File: config.mk
export PLATFORM = sky130hd
export DESIGN_NAME = uefc_ep_config_regs
export DESIGN_NICKNAME = d
export VERILOG_FILES = /design/src/inc/uefc_pkg.sv /design/src/uefc_ep_config_regs.sv /design/src/uefc_apb_decode.sv /design/src/uefc_edge_sync.sv
export SDC_FILE = /design/constraint.sdc
export NUM_CORES = 1
export LEC_CHECK = 0
export BUFFER_PORTS_ARGS = -buffer_cell sky130_fd_sc_hd__buf_2
export CAP_MARGIN = 15
export CORE_ASPECT_RATIO = 1.75
export CORE_MARGIN = 2
export CORE_UTILIZATION = 50
export DETAILED_ROUTE_END_ITERATION = 8
export PLACE_DENSITY = 0.95
export RECOVER_POWER = 50
export SLEW_MARGIN = 20
export SYNTH_ARGS = -nofsm -noshare
export SYNTH_HDL_FRONTEND = slang
export SYNTH_SLANG_ARGS = --single-unit
File: constraint.sdc
create_clock -name pclk -period 2.2 [get_ports pclk]
set_input_delay 0.11 -clock pclk [delete_from_list [all_inputs] [get_ports pclk]]
set_output_delay 0.11 -clock pclk [all_outputs]
set_load 0.05 [all_outputs]
File: src/inc/uefc_pkg.sv
`default_nettype none
// ==========================================================
// shared constants for the endpoint configuration bank
package uefc_pkg;
    localparam int NUM_EP = 4;
    localparam int ADDR_W = 20;
    localparam int DATA_W = 32;
    // ======================================================
    // register indices; byte address is four times the index
    localparam logic [17:0] IDX_SETUP_BASE = 18'h0E610;
    localparam logic [17:0] IDX_FIFO_BASE = 18'h0E618;
    localparam logic [17:0] IDX_EP2_FIFO = 18'h0E618;
    localparam logic [17:0] IDX_EP4_FIFO = 18'h0E619;
    localparam logic [17:0] IDX_EP6_FIFO = 18'h0E61A;
    localparam logic [17:0] IDX_EP8_FIFO = 18'h0E61B;
    // ======================================================
    // endpoint setup fields
    localparam int SETUP_VALID_BIT = 7;
    localparam int SETUP_DIR_BIT = 6;
    localparam int SETUP_TYPE_LO = 4;
    localparam int SETUP_SIZE_BIT = 3;
    localparam int SETUP_BUF_LO = 0;
    localparam logic [7:0] SETUP_WMASK = 8'hFB;
    localparam logic [7:0] SETUP_WMASK_512 = 8'hF3;
    localparam logic [7:0] SETUP_RST = 8'hA2;
    // ======================================================
    // fifo configuration fields
    localparam int FIFO_IN_EARLY_BIT = 6;
    localparam int FIFO_OUT_EARLY_BIT = 5;
    localparam int FIFO_AUTO_OUT_BIT = 4;
    localparam int FIFO_AUTO_IN_BIT = 3;
    localparam int FIFO_EMPTY_PKT_BIT = 2;
    localparam int FIFO_WIDE_BIT = 0;
    localparam logic [7:0] FIFO_WMASK = 8'h7D;
    localparam logic [7:0] FIFO_RST = 8'h05;
    // ======================================================
    // transfer types and buffering depths
    typedef enum logic [1:0] {
        UEFC_TYPE_INVALID = 2'h0,
        UEFC_TYPE_ISO = 2'h1,
        UEFC_TYPE_BULK = 2'h2,
        UEFC_TYPE_INTR = 2'h3
    } uefc_ep_type_t;
    typedef enum logic [1:0] {
        UEFC_BUF_QUAD = 2'h0,
        UEFC_BUF_INVALID = 2'h1,
        UEFC_BUF_DOUBLE = 2'h2,
        UEFC_BUF_TRIPLE = 2'h3
    } uefc_buf_t;
    localparam logic [2:0] DEPTH_QUAD = 3'h4;
    localparam logic [2:0] DEPTH_TRIPLE = 3'h3;
    localparam logic [2:0] DEPTH_DOUBLE = 3'h2;
    localparam logic [2:0] DEPTH_NONE = 3'h0;
endpackage : uefc_pkg
`default_nettype wire

File: src/uefc_ep_config_regs.sv
// What this block does
// - endpoint answers traffic only while enabled; direction bit 0 is OUT, 1 is IN
// - type field bits 5:4: invalid, isochronous, bulk default, interrupt
// - buffering field: 00 quad, 01 invalid, others double or triple
// - four 8-bit fifo configuration registers at indices E618 to E61B
// - empty-packet bit plus packet-end on empty IN packet of an enabled endpoint sends zero-length
// - per-endpoint 16-bit select; their OR turns upper port into data lines
`timescale 1ns/1ps
`default_nettype none
module uefc_ep_config_regs (
    input wire logic pclk, // bus clock, 100 MHz
    input wire logic presetn, // async reset, active low
    input wire logic psel, // apb select
    input wire logic penable, // apb enable
    input wire logic pwrite, // apb direction
    input wire logic [uefc_pkg::ADDR_W-1:0] paddr, // apb address
    input wire logic [uefc_pkg::DATA_W-1:0] pwdata, // apb write data
    output logic [uefc_pkg::DATA_W-1:0] prdata, // apb read data
    output logic pready, // apb ready
    output logic pslverr, // apb error
    input wire logic [3:0] usb_traffic, // token addressed to endpoint
    output logic [3:0] ep_respond, // endpoint answers the token
    output logic [3:0] ep_enable, // endpoint enabled
    output logic [3:0] ep_dir_in, // 1 = IN, 0 = OUT
    output logic [7:0] ep_type, // two type bits per endpoint
    output logic [3:0] ep_type_invalid, // type code 00
    output logic [3:0] ep_buf_1024, // effective buffer is 1024 bytes
    output logic [11:0] ep_buf_count, // three bits of depth per endpoint
    output logic [3:0] ep_buf_invalid, // buffering code 01
    output logic [3:0] in_full_early_flag, // early full flag select
    output logic [3:0] out_empty_early_flag, // early empty flag select
    output logic [3:0] auto_commit_out, // auto commit of OUT packets
    output logic [3:0] auto_commit_in, // auto commit of IN packets
    output logic [3:0] empty_packet_enable, // zero-length IN enable
    output logic [3:0] sixteen_bit_select, // word-wide transfers
    input wire logic [3:0] packet_end_strobe, // pin, per endpoint
    input wire logic [3:0] in_pkt_empty, // current IN packet holds no bytes
    output logic [3:0] send_empty_packet, // one-cycle zero-length request
    output logic upper_port_is_fifo_data // upper port pins carry data
);
    // ======================================================
    // declarations
    logic [7:0] setup_reg [4];
    logic [7:0] fifo_reg [4];
    logic [uefc_pkg::DATA_W-1:0] prdata_reg;
    logic [3:0] send_empty_reg;
    logic upper_fifo_reg;
    logic reg_is_fifo;
    logic [1:0] reg_ep;
    logic wr_pulse;
    logic rd_setup;
    logic [3:0] pend_pulse;

    // endpoints 4 and 8 have no size bit
    function automatic logic [7:0] setup_mask(input int ep);
        setup_mask = ep[0] ? uefc_pkg::SETUP_WMASK_512
                           : uefc_pkg::SETUP_WMASK;
    endfunction : setup_mask

    function automatic logic [2:0] buf_depth(input logic [1:0] code);
        unique case (uefc_pkg::uefc_buf_t'(code))
            uefc_pkg::UEFC_BUF_QUAD: buf_depth = uefc_pkg::DEPTH_QUAD;
            uefc_pkg::UEFC_BUF_DOUBLE: buf_depth = uefc_pkg::DEPTH_DOUBLE;
            uefc_pkg::UEFC_BUF_TRIPLE: buf_depth = uefc_pkg::DEPTH_TRIPLE;
            uefc_pkg::UEFC_BUF_INVALID: buf_depth = uefc_pkg::DEPTH_NONE;
        endcase
    endfunction : buf_depth

    // ======================================================
    // bus slave
    uefc_apb_decode u_dec (
        .psel(psel),
        .penable(penable),
        .pwrite(pwrite),
        .paddr(paddr),
        .pready(pready),
        .pslverr(pslverr),
        .reg_is_fifo(reg_is_fifo),
        .reg_ep(reg_ep),
        .wr_pulse(wr_pulse),
        .rd_setup(rd_setup)
    );

    // read data is captured in the setup phase, stable in access
    always_ff @(posedge pclk or negedge presetn)
    begin
        if (!presetn)
            prdata_reg <= '0;
        else if (rd_setup)
            prdata_reg <= {24'h0, reg_is_fifo ? fifo_reg[reg_ep]
                                             : setup_reg[reg_ep]};
    end
    assign prdata = prdata_reg;

    // ======================================================
    // endpoint setup registers
    always_ff @(posedge pclk or negedge presetn)
    begin
        if (!presetn)
        begin
            for (int i = 0; i < 4; i++)
                setup_reg[i] <= uefc_pkg::SETUP_RST & setup_mask(i);
        end
        else if (wr_pulse && !reg_is_fifo)
        begin
            for (int i = 0; i < 4; i++)
                if (reg_ep == i[1:0])
                    setup_reg[i] <= pwdata[7:0] & setup_mask(i);
        end
    end

    // ======================================================
    // fifo configuration registers
    always_ff @(posedge pclk or negedge presetn)
    begin
        if (!presetn)
        begin
            for (int i = 0; i < 4; i++)
                fifo_reg[i] <= uefc_pkg::FIFO_RST;
        end
        else if (wr_pulse && reg_is_fifo)
        begin
            for (int i = 0; i < 4; i++)
                if (reg_ep == i[1:0])
                    fifo_reg[i] <= pwdata[7:0] & uefc_pkg::FIFO_WMASK;
        end
    end

    // ======================================================
    // decoded configuration outputs
    always_comb
    begin
        for (int i = 0; i < 4; i++)
        begin
            ep_enable[i] = setup_reg[i][uefc_pkg::SETUP_VALID_BIT];
            ep_dir_in[i] = setup_reg[i][uefc_pkg::SETUP_DIR_BIT];
            ep_type[2*i +: 2] =
                setup_reg[i][uefc_pkg::SETUP_TYPE_LO +: 2];
            ep_type_invalid[i] = (ep_type[2*i +: 2]
                == uefc_pkg::UEFC_TYPE_INVALID);
            ep_buf_1024[i] = setup_reg[i][uefc_pkg::SETUP_SIZE_BIT]
                && !i[0];
            ep_buf_count[3*i +: 3] =
                buf_depth(setup_reg[i][uefc_pkg::SETUP_BUF_LO +: 2]);
            ep_buf_invalid[i] = (setup_reg[i][uefc_pkg::SETUP_BUF_LO +: 2]
                == uefc_pkg::UEFC_BUF_INVALID);
            in_full_early_flag[i] = fifo_reg[i][uefc_pkg::FIFO_IN_EARLY_BIT];
            out_empty_early_flag[i] =
                fifo_reg[i][uefc_pkg::FIFO_OUT_EARLY_BIT];
            auto_commit_out[i] = fifo_reg[i][uefc_pkg::FIFO_AUTO_OUT_BIT];
            auto_commit_in[i] = fifo_reg[i][uefc_pkg::FIFO_AUTO_IN_BIT];
            empty_packet_enable[i] =
                fifo_reg[i][uefc_pkg::FIFO_EMPTY_PKT_BIT];
            sixteen_bit_select[i] =
                fifo_reg[i][uefc_pkg::FIFO_WIDE_BIT];
        end
    end

    // disabled endpoints ignore every token
    assign ep_respond = usb_traffic & ep_enable;

    // ======================================================
    // packet end and zero-length packets
    uefc_edge_sync u_pend (
        .pclk(pclk),
        .presetn(presetn),
        .pin_in(packet_end_strobe),
        .rise_pulse(pend_pulse)
    );

    always_ff @(posedge pclk or negedge presetn)
    begin
        if (!presetn)
            send_empty_reg <= '0;
        else
            send_empty_reg <= pend_pulse & in_pkt_empty & ep_enable
                & ep_dir_in & empty_packet_enable;
    end
    assign send_empty_packet = send_empty_reg;

    // ======================================================
    // upper port pin function
    always_ff @(posedge pclk or negedge presetn)
    begin
        if (!presetn)
            upper_fifo_reg <= 1'b1;
        else
            upper_fifo_reg <= |sixteen_bit_select;
    end
    assign upper_port_is_fifo_data = upper_fifo_reg;

    logic wr_setup0;
    logic wr_setup1;
    logic wr_fifo2;
    logic rd_fifo_acc;
    assign wr_setup0 = wr_pulse && !reg_is_fifo && reg_ep == 2'h0;
    assign wr_setup1 = wr_pulse && !reg_is_fifo && reg_ep == 2'h1;
    assign wr_fifo2 = wr_pulse && paddr[19:2] == uefc_pkg::IDX_EP6_FIFO;
    assign rd_fifo_acc = psel && penable && !pwrite && reg_is_fifo
        && paddr[1:0] == 2'h0;
endmodule : uefc_ep_config_regs
`default_nettype wire

File: src/uefc_apb_decode.sv
`timescale 1ns/1ps
`default_nettype none
// ==========================================================
// apb address decode, zero wait states, error on unmapped
module uefc_apb_decode (
    input wire logic psel, // slave select
    input wire logic penable, // access phase
    input wire logic pwrite, // write direction
    input wire logic [uefc_pkg::ADDR_W-1:0] paddr, // byte address
    output logic pready, // always ready
    output logic pslverr, // unmapped access
    output logic reg_is_fifo, // fifo config group selected
    output logic [1:0] reg_ep, // endpoint of the selected register
    output logic wr_pulse, // write takes effect this edge
    output logic rd_setup // capture read data this edge
);
    logic [17:0] idx;
    logic aligned;
    logic setup_hit;
    logic fifo_hit;
    logic hit;

    assign idx = paddr[uefc_pkg::ADDR_W-1:2];
    assign aligned = (paddr[1:0] == 2'h0);
    assign setup_hit = aligned
        && (idx[17:2] == uefc_pkg::IDX_SETUP_BASE[17:2]);
    assign fifo_hit = aligned
        && (idx[17:2] == uefc_pkg::IDX_FIFO_BASE[17:2]);
    assign hit = setup_hit || fifo_hit;
    assign reg_is_fifo = fifo_hit;
    assign reg_ep = idx[1:0];
    assign pready = 1'b1;
    assign pslverr = psel && penable && !hit;
    assign wr_pulse = psel && penable && pwrite && hit;
    assign rd_setup = psel && !penable && !pwrite && hit;
endmodule : uefc_apb_decode
`default_nettype wire

File: src/uefc_edge_sync.sv
`timescale 1ns/1ps
`default_nettype none
// ==========================================================
// two-flop synchroniser per pin, then rising-edge pulse
module uefc_edge_sync (
    input wire logic pclk, // bus clock
    input wire logic presetn, // async reset, active low
    input wire logic [uefc_pkg::NUM_EP-1:0] pin_in, // raw pins
    output logic [uefc_pkg::NUM_EP-1:0] rise_pulse // one-cycle pulse
);
    logic [uefc_pkg::NUM_EP-1:0] meta_reg;
    logic [uefc_pkg::NUM_EP-1:0] sync_reg;
    logic [uefc_pkg::NUM_EP-1:0] last_reg;

    always_ff @(posedge pclk or negedge presetn)
    begin
        if (!presetn)
        begin
            meta_reg <= '0;
            sync_reg <= '0;
            last_reg <= '0;
        end
        else
        begin
            meta_reg <= pin_in;
            sync_reg <= meta_reg;
            last_reg <= sync_reg;
        end
    end

    assign rise_pulse = sync_reg & ~last_reg;
endmodule : uefc_edge_sync
`default_nettype wire

==> metrics.txt, run 1 <==
outcome completed; vias post-DR 2,592; vias in the first global route 2,612; placed wire-length estimate 6250 um; Synth warnings 0; Max Buffers Root-to-Sink 2; ANT nets after route 0; # setup viols final 0; Starting Density 51.3%; share of layout cells above drive strength 1 52.0%; library cells used by synthesis 29; DR WL met3 470 um; met2 wire len 4850 um; most frequent cells after synthesis 60 x mux2_2, 54 x dfrtp_1, 45 x buf_4; CP arrival 2140 ps; grt ovf 0; Routed met1 length 2940 um; number of I/O pins 176; Non-Filler Instances 490; die height 117 um; Clk pin slew, worst setup/hold paths 60 ps; GRT Total Usage 23.3%; Post-synth EDFFs 0; critical path class input pin to flip-flop; row cnt 41; hold path startpoint in_pkt_empty[1]; Rel. slew slack 38.6%; fill count 568; CTS tree done; Worst Clk Skew 3.91 ps; clock root buffer master clkbuf_16; Power Dens Cells 718 mW/mm^2; count leader, synth mux2_2; max_cap viols 0; Die Footprint 0.00805 sq mm; Die X 68.7 um; worst skew pair latency 330 ps; diode count 0; Post-synth ARST share 100%; worst-path maximum fanout 4; Worst Setup SP paddr[1]; Seq cells post-synth 75; worst vdd ir 0.720 mV; fin crit period 1920 ps; endpoint type of the worst setup path flip-flop; top layer in use met4; Multi-input gate area 0.00146 sq mm; post-synth top area cell dfrtp_1; fmax 520 MHz; fin util 64.2%; DRC Markers 0; leak pwr 0.00228 uW; crit start category input pin; CTS buffer count 9; final wirelength 8690 um; RSZ-0062 raised after global routing false; Design Power 3280 uW; DRT Pass-1 Iters 4; first-pass GRT wire length 13,100 um; Core Footprint 0.00713 sq mm; reg2reg start ep_type[6]; synth top area cells dfrtp_1 37%, mux2_2 18%, dfstp_2 15%, buf_4 9.2%, mux4_2 7.4%; hold crit path type input pin to flip-flop; post-synthesis cell count 273; CP Data Required Time 2420 ps; Syn Area/Cell 13.4 sq um; Tightest Pin Transition 922 ps; post-synth top area share 36.9%; Final Slew Violations 0; top_reg_cell synth dfrtp_1; CTS sink count 75; Final Cycle Share 87.4%; WHS 11.1 ps; Mapped Area 0.00366 sq mm; wire per inst 17.7 um; Seq/Total Area, Yosys 52.0%; H-tree depth 3; area delta synth->final 25.0%; largest net degree at the start of global routing 76; Reg area 0.00190 sq mm; final RePlAce weighted congestion 0.785; Initial DRC Count 91; initial antenna violation count 0; DP Cell Count 469; fin nets 468; Port Buffers 124; Hold Fails Final Rpt 0; vias per inst 5.29
## final timing paths
| kind | endpoint | depth (start not counted) | slack (ps) |
|---|---|---|---|
| max in group asynchronous | prdata[0] | 2 | 1150 |
| setup / recovery | setup_reg[8] | 8 | 280 |
| hold reg to reg | u_pend.sync_reg[1] | 0 | 340 |
| min in group asynchronous | u_pend.meta_reg[3] | 2 | 460 |
| setup reg to reg | prdata[4] | 3 | 630 |
| hold / removal | send_empty_packet[1] | 3 | 10 |
## per-stage QoR
step	setup TNS [ps]	area, sq um	setup WS [ps]
3_3_place_gp	-26.8	4230	-14.1
5_1_grt	0	4580	226
2_1_floorplan	0	3750	149
6_report	0	4580	278
4_1_cts	0	4620	277
3_5_place_dp	-143	4230	-36.9
## critical path: stages
cell and delay (ps):
buf_2 100, nor4b_1 360, nand2_1 120, or4_1 520, buf_4 180, nor3b_4 230, buf_4 180, mux2_2 340
## power by group
group / internal (uW) / switching [uW]
clock: 1100 / 556
sequential: 1390 / 4.54
combinational: 51.5 / 175
total: 2550 / 736
## cells in the final DEF, fill, tap and decap left out, types with 3 or more instances in the layout
master          n
buf_2          85
mux2_2         60
dfrtp_1        54
clkbuf_1       38
conb_1         27
buf_4          17
dfstp_2        16
nor2_1         12
mux4_2         12
clkbuf_16       9
and2_1          8
nand3_1         6
nand2_1         5
dfstp_1         5
dlygate4sd3_1   5
nor2b_1         4
nand4_1         4
nor3b_1         4
inv_1           4
o21ai_0         3
bufinv_16       3
## cells by family (layout without fill, tap and decap cells)
kind of cell,count (synthesis),in the layout,synth area share (%)
compound gates,4,4,0.547
buf+inv,59,165,10.7
flops,75,75,52.0
mux,73,73,26.1
other cells,2,27,0.205
simple gates,60,60,10.4
## metal layers
layer  track usage, %  up-vias
li1                 -     1146
met4             14.0        0
met5                0        -
met1             25.3     1289
met2             40.1      125
met3             4.97       32
## timing repair
action / in CTS / in global routing
hold buffers: 5 / 0
resized for setup: 0 / 0
buffers inserted: 0 / 0
endpoints found under the hold margin: 58 / 0
## cell type report
type | instances | area share (%)
well taps | 86 | 2.35
clock inverters | 7 | 2.54
flip-flops and latches | 75 | 41.6
repair buffers | 145 | 16.3
clock buffers | 9 | 4.92
inverters | 4 | 0.328
multi-input cells | 164 | 32.0
Power figures use the tool's default switching activity.
==> run 2, diff against run 1 <==
--- a/config.mk
+++ b/config.mk
@@ -7,7 +7,6 @@
 export LEC_CHECK = 0
 export BUFFER_PORTS_ARGS = -buffer_cell sky130_fd_sc_hd__buf_2
 export CAP_MARGIN = 15
-export CORE_ASPECT_RATIO = 1.75
 export CORE_MARGIN = 2
 export CORE_UTILIZATION = 50
 export DETAILED_ROUTE_END_ITERATION = 8
==> metrics.txt, run 2 (synthesis results as in run 1) <==
cts repair resizes 0; DRC Markers 0; vias post-DR 2,599; fmax 531 MHz; Non-Filler Instances 510; Worst Setup SP paddr[1]; commonest cells after routing, fill and taps aside 85 x buf_2, 60 x mux2_2, 54 x dfrtp_1, 38 x clkbuf_1, 27 x conb_1; Die Footprint 0.00802 sq mm; GRT Total Usage 22.0%; CP Data Required Time 2430 ps; diode count 0; row cnt 31; endpoint type of the worst setup path flip-flop; worst-path maximum fanout 4; vias in the first global route 2,550; clock root buffer master clkbuf_8; fin util 63.7%; initial antenna violation count 0; share of layout cells above drive strength 1 51.8%; largest net degree at the start of global routing 76; area delta synth->final 24.9%; H-tree depth 3; critical path's largest stage delay 520 ps; Clk pin slew, worst setup/hold paths 80 ps; CP arrival 2120 ps; Post-CTS Setup Bufs 0; grt ovf 0; final wirelength 8500 um; Max Buffers Root-to-Sink 2; CP cell instances buf_2 > nor4b_1 > nand2_1 > or4_1 > buf_4 > nor2_1 > buf_4 > mux2_2; ANT nets after route 0; DRT Pass-1 Iters 4; vias per inst 5.10; R2R Path End prdata[6]; DP Cell Count 486; r2r worst-path depth 3; Setup crit end setup_reg[0]; Reg2Reg Setup Slack 640 ps; RSZ-0062 raised after global routing false; worst vdd ir 0.361 mV; placed wire-length estimate 6270 um; final RePlAce weighted congestion 0.799; Port Buffers 124; worst skew pair latency 350 ps; Hold Fails Final Rpt 0; die height 89.6 um; Rel. slew slack 39.0%; Final Cycle Share 85.6%; Initial DRC Count 116; Worst Clk Skew 11.8 ps; hold crit path type input pin to flip-flop; # setup viols final 0; fin crit period 1880 ps; number of I/O pins 176; most common cell after layout, fill and taps aside buf_2; CTS tree done; fin nets 475; reg2reg start ep_dir_in[0]; crit start category input pin; fill count 564; outcome completed; Starting Density 51.0%; Top cell by count, worst path buf_4; Tightest Pin Transition 914 ps; Power Dens Cells 632 mW/mm^2; first-pass GRT wire length 12,800 um; max_cap viols 0; Final Slew Violations 0; CTS sink count 75; leak pwr 0.00227 uW; critical path class input pin to flip-flop; CTS buffer count 9; Crit-path slowest cell or4_1; hold buffers post-CTS 8; Die X 89.6 um; Core Footprint 0.00718 sq mm; wire per inst 16.7 um
==> run 2: changes by cell type in the layout (fill, tap and decap cells not counted), sizes merged <==
cell         delta
dlygate4sd3     +3
buf             +4
==> run 2: worst min path at each step <==
stage                         start              endpoint  slack [ps]  cells after the start
6_report            in_pkt_empty[3]  send_empty_packet[3]          20                      2
3_3_place_gp   packet_end_strobe[3]    u_pend.meta_reg[3]         220                      1
4_1_cts             in_pkt_empty[3]  send_empty_packet[3]           9                      2
5_1_grt             in_pkt_empty[3]  send_empty_packet[3]          30                      2
3_5_place_dp   packet_end_strobe[3]    u_pend.meta_reg[3]         220                      1
2_1_floorplan               presetn     auto_commit_in[0]        -190                      0
==> run 2: routing by layer <==
layer	part of all wire, %	global-route usage (%)	up-vias
li1	-	-	1156
met1	40	27.7	1301
met2	51	36.4	118
met3	5.7	3.02	24
met4	3.8	12.8	0
met5	0	0	-
==> run 2: area by class of cell <==
class	count	area (sq um)	area share, %
repair buffers	152	831	18.2
clock inverters	7	116	2.55
multi-input cells	164	1460	31.9
clock buffers	9	124	2.71
inverters	4	15.0	0.328
flip-flops and latches	75	1900	41.6
well taps	99	124	2.71
==> run 2: where the power goes <==
part | switching (uW) | leakage, uW | total [uW] | internal [uW]
Clock | 516 | 0.000119 | 1270 | 751
Sequential | 4.03 | 0.000929 | 1390 | 1390
Combinational | 175 | 0.00122 | 230 | 55.0
==> run 2: critical path: cells and delay by family <==
family | cells | cell delay, ps
and+or+nand+nor | 4 | 1180
buffers and inverters | 3 | 470
muxes | 1 | 350
==> run 2: metrics by stage <==
step | hold WS [ps] | setup WS [ps] | power (uW) | TNS, ps | area [sq um]
after global placement | 217 | -15.4 | 1630 | -64.2 | 4300
after floorplan | -186 | 149 | 1590 | 0 | 3750
after global routing | 25.4 | 189 | 2980 | 0 | 4570
final | 24.4 | 316 | 2890 | 0 | 4570
after detailed placement | 220 | -24.3 | 1640 | -102 | 4300
after CTS | 8.59 | 312 | 2910 | 0 | 4620
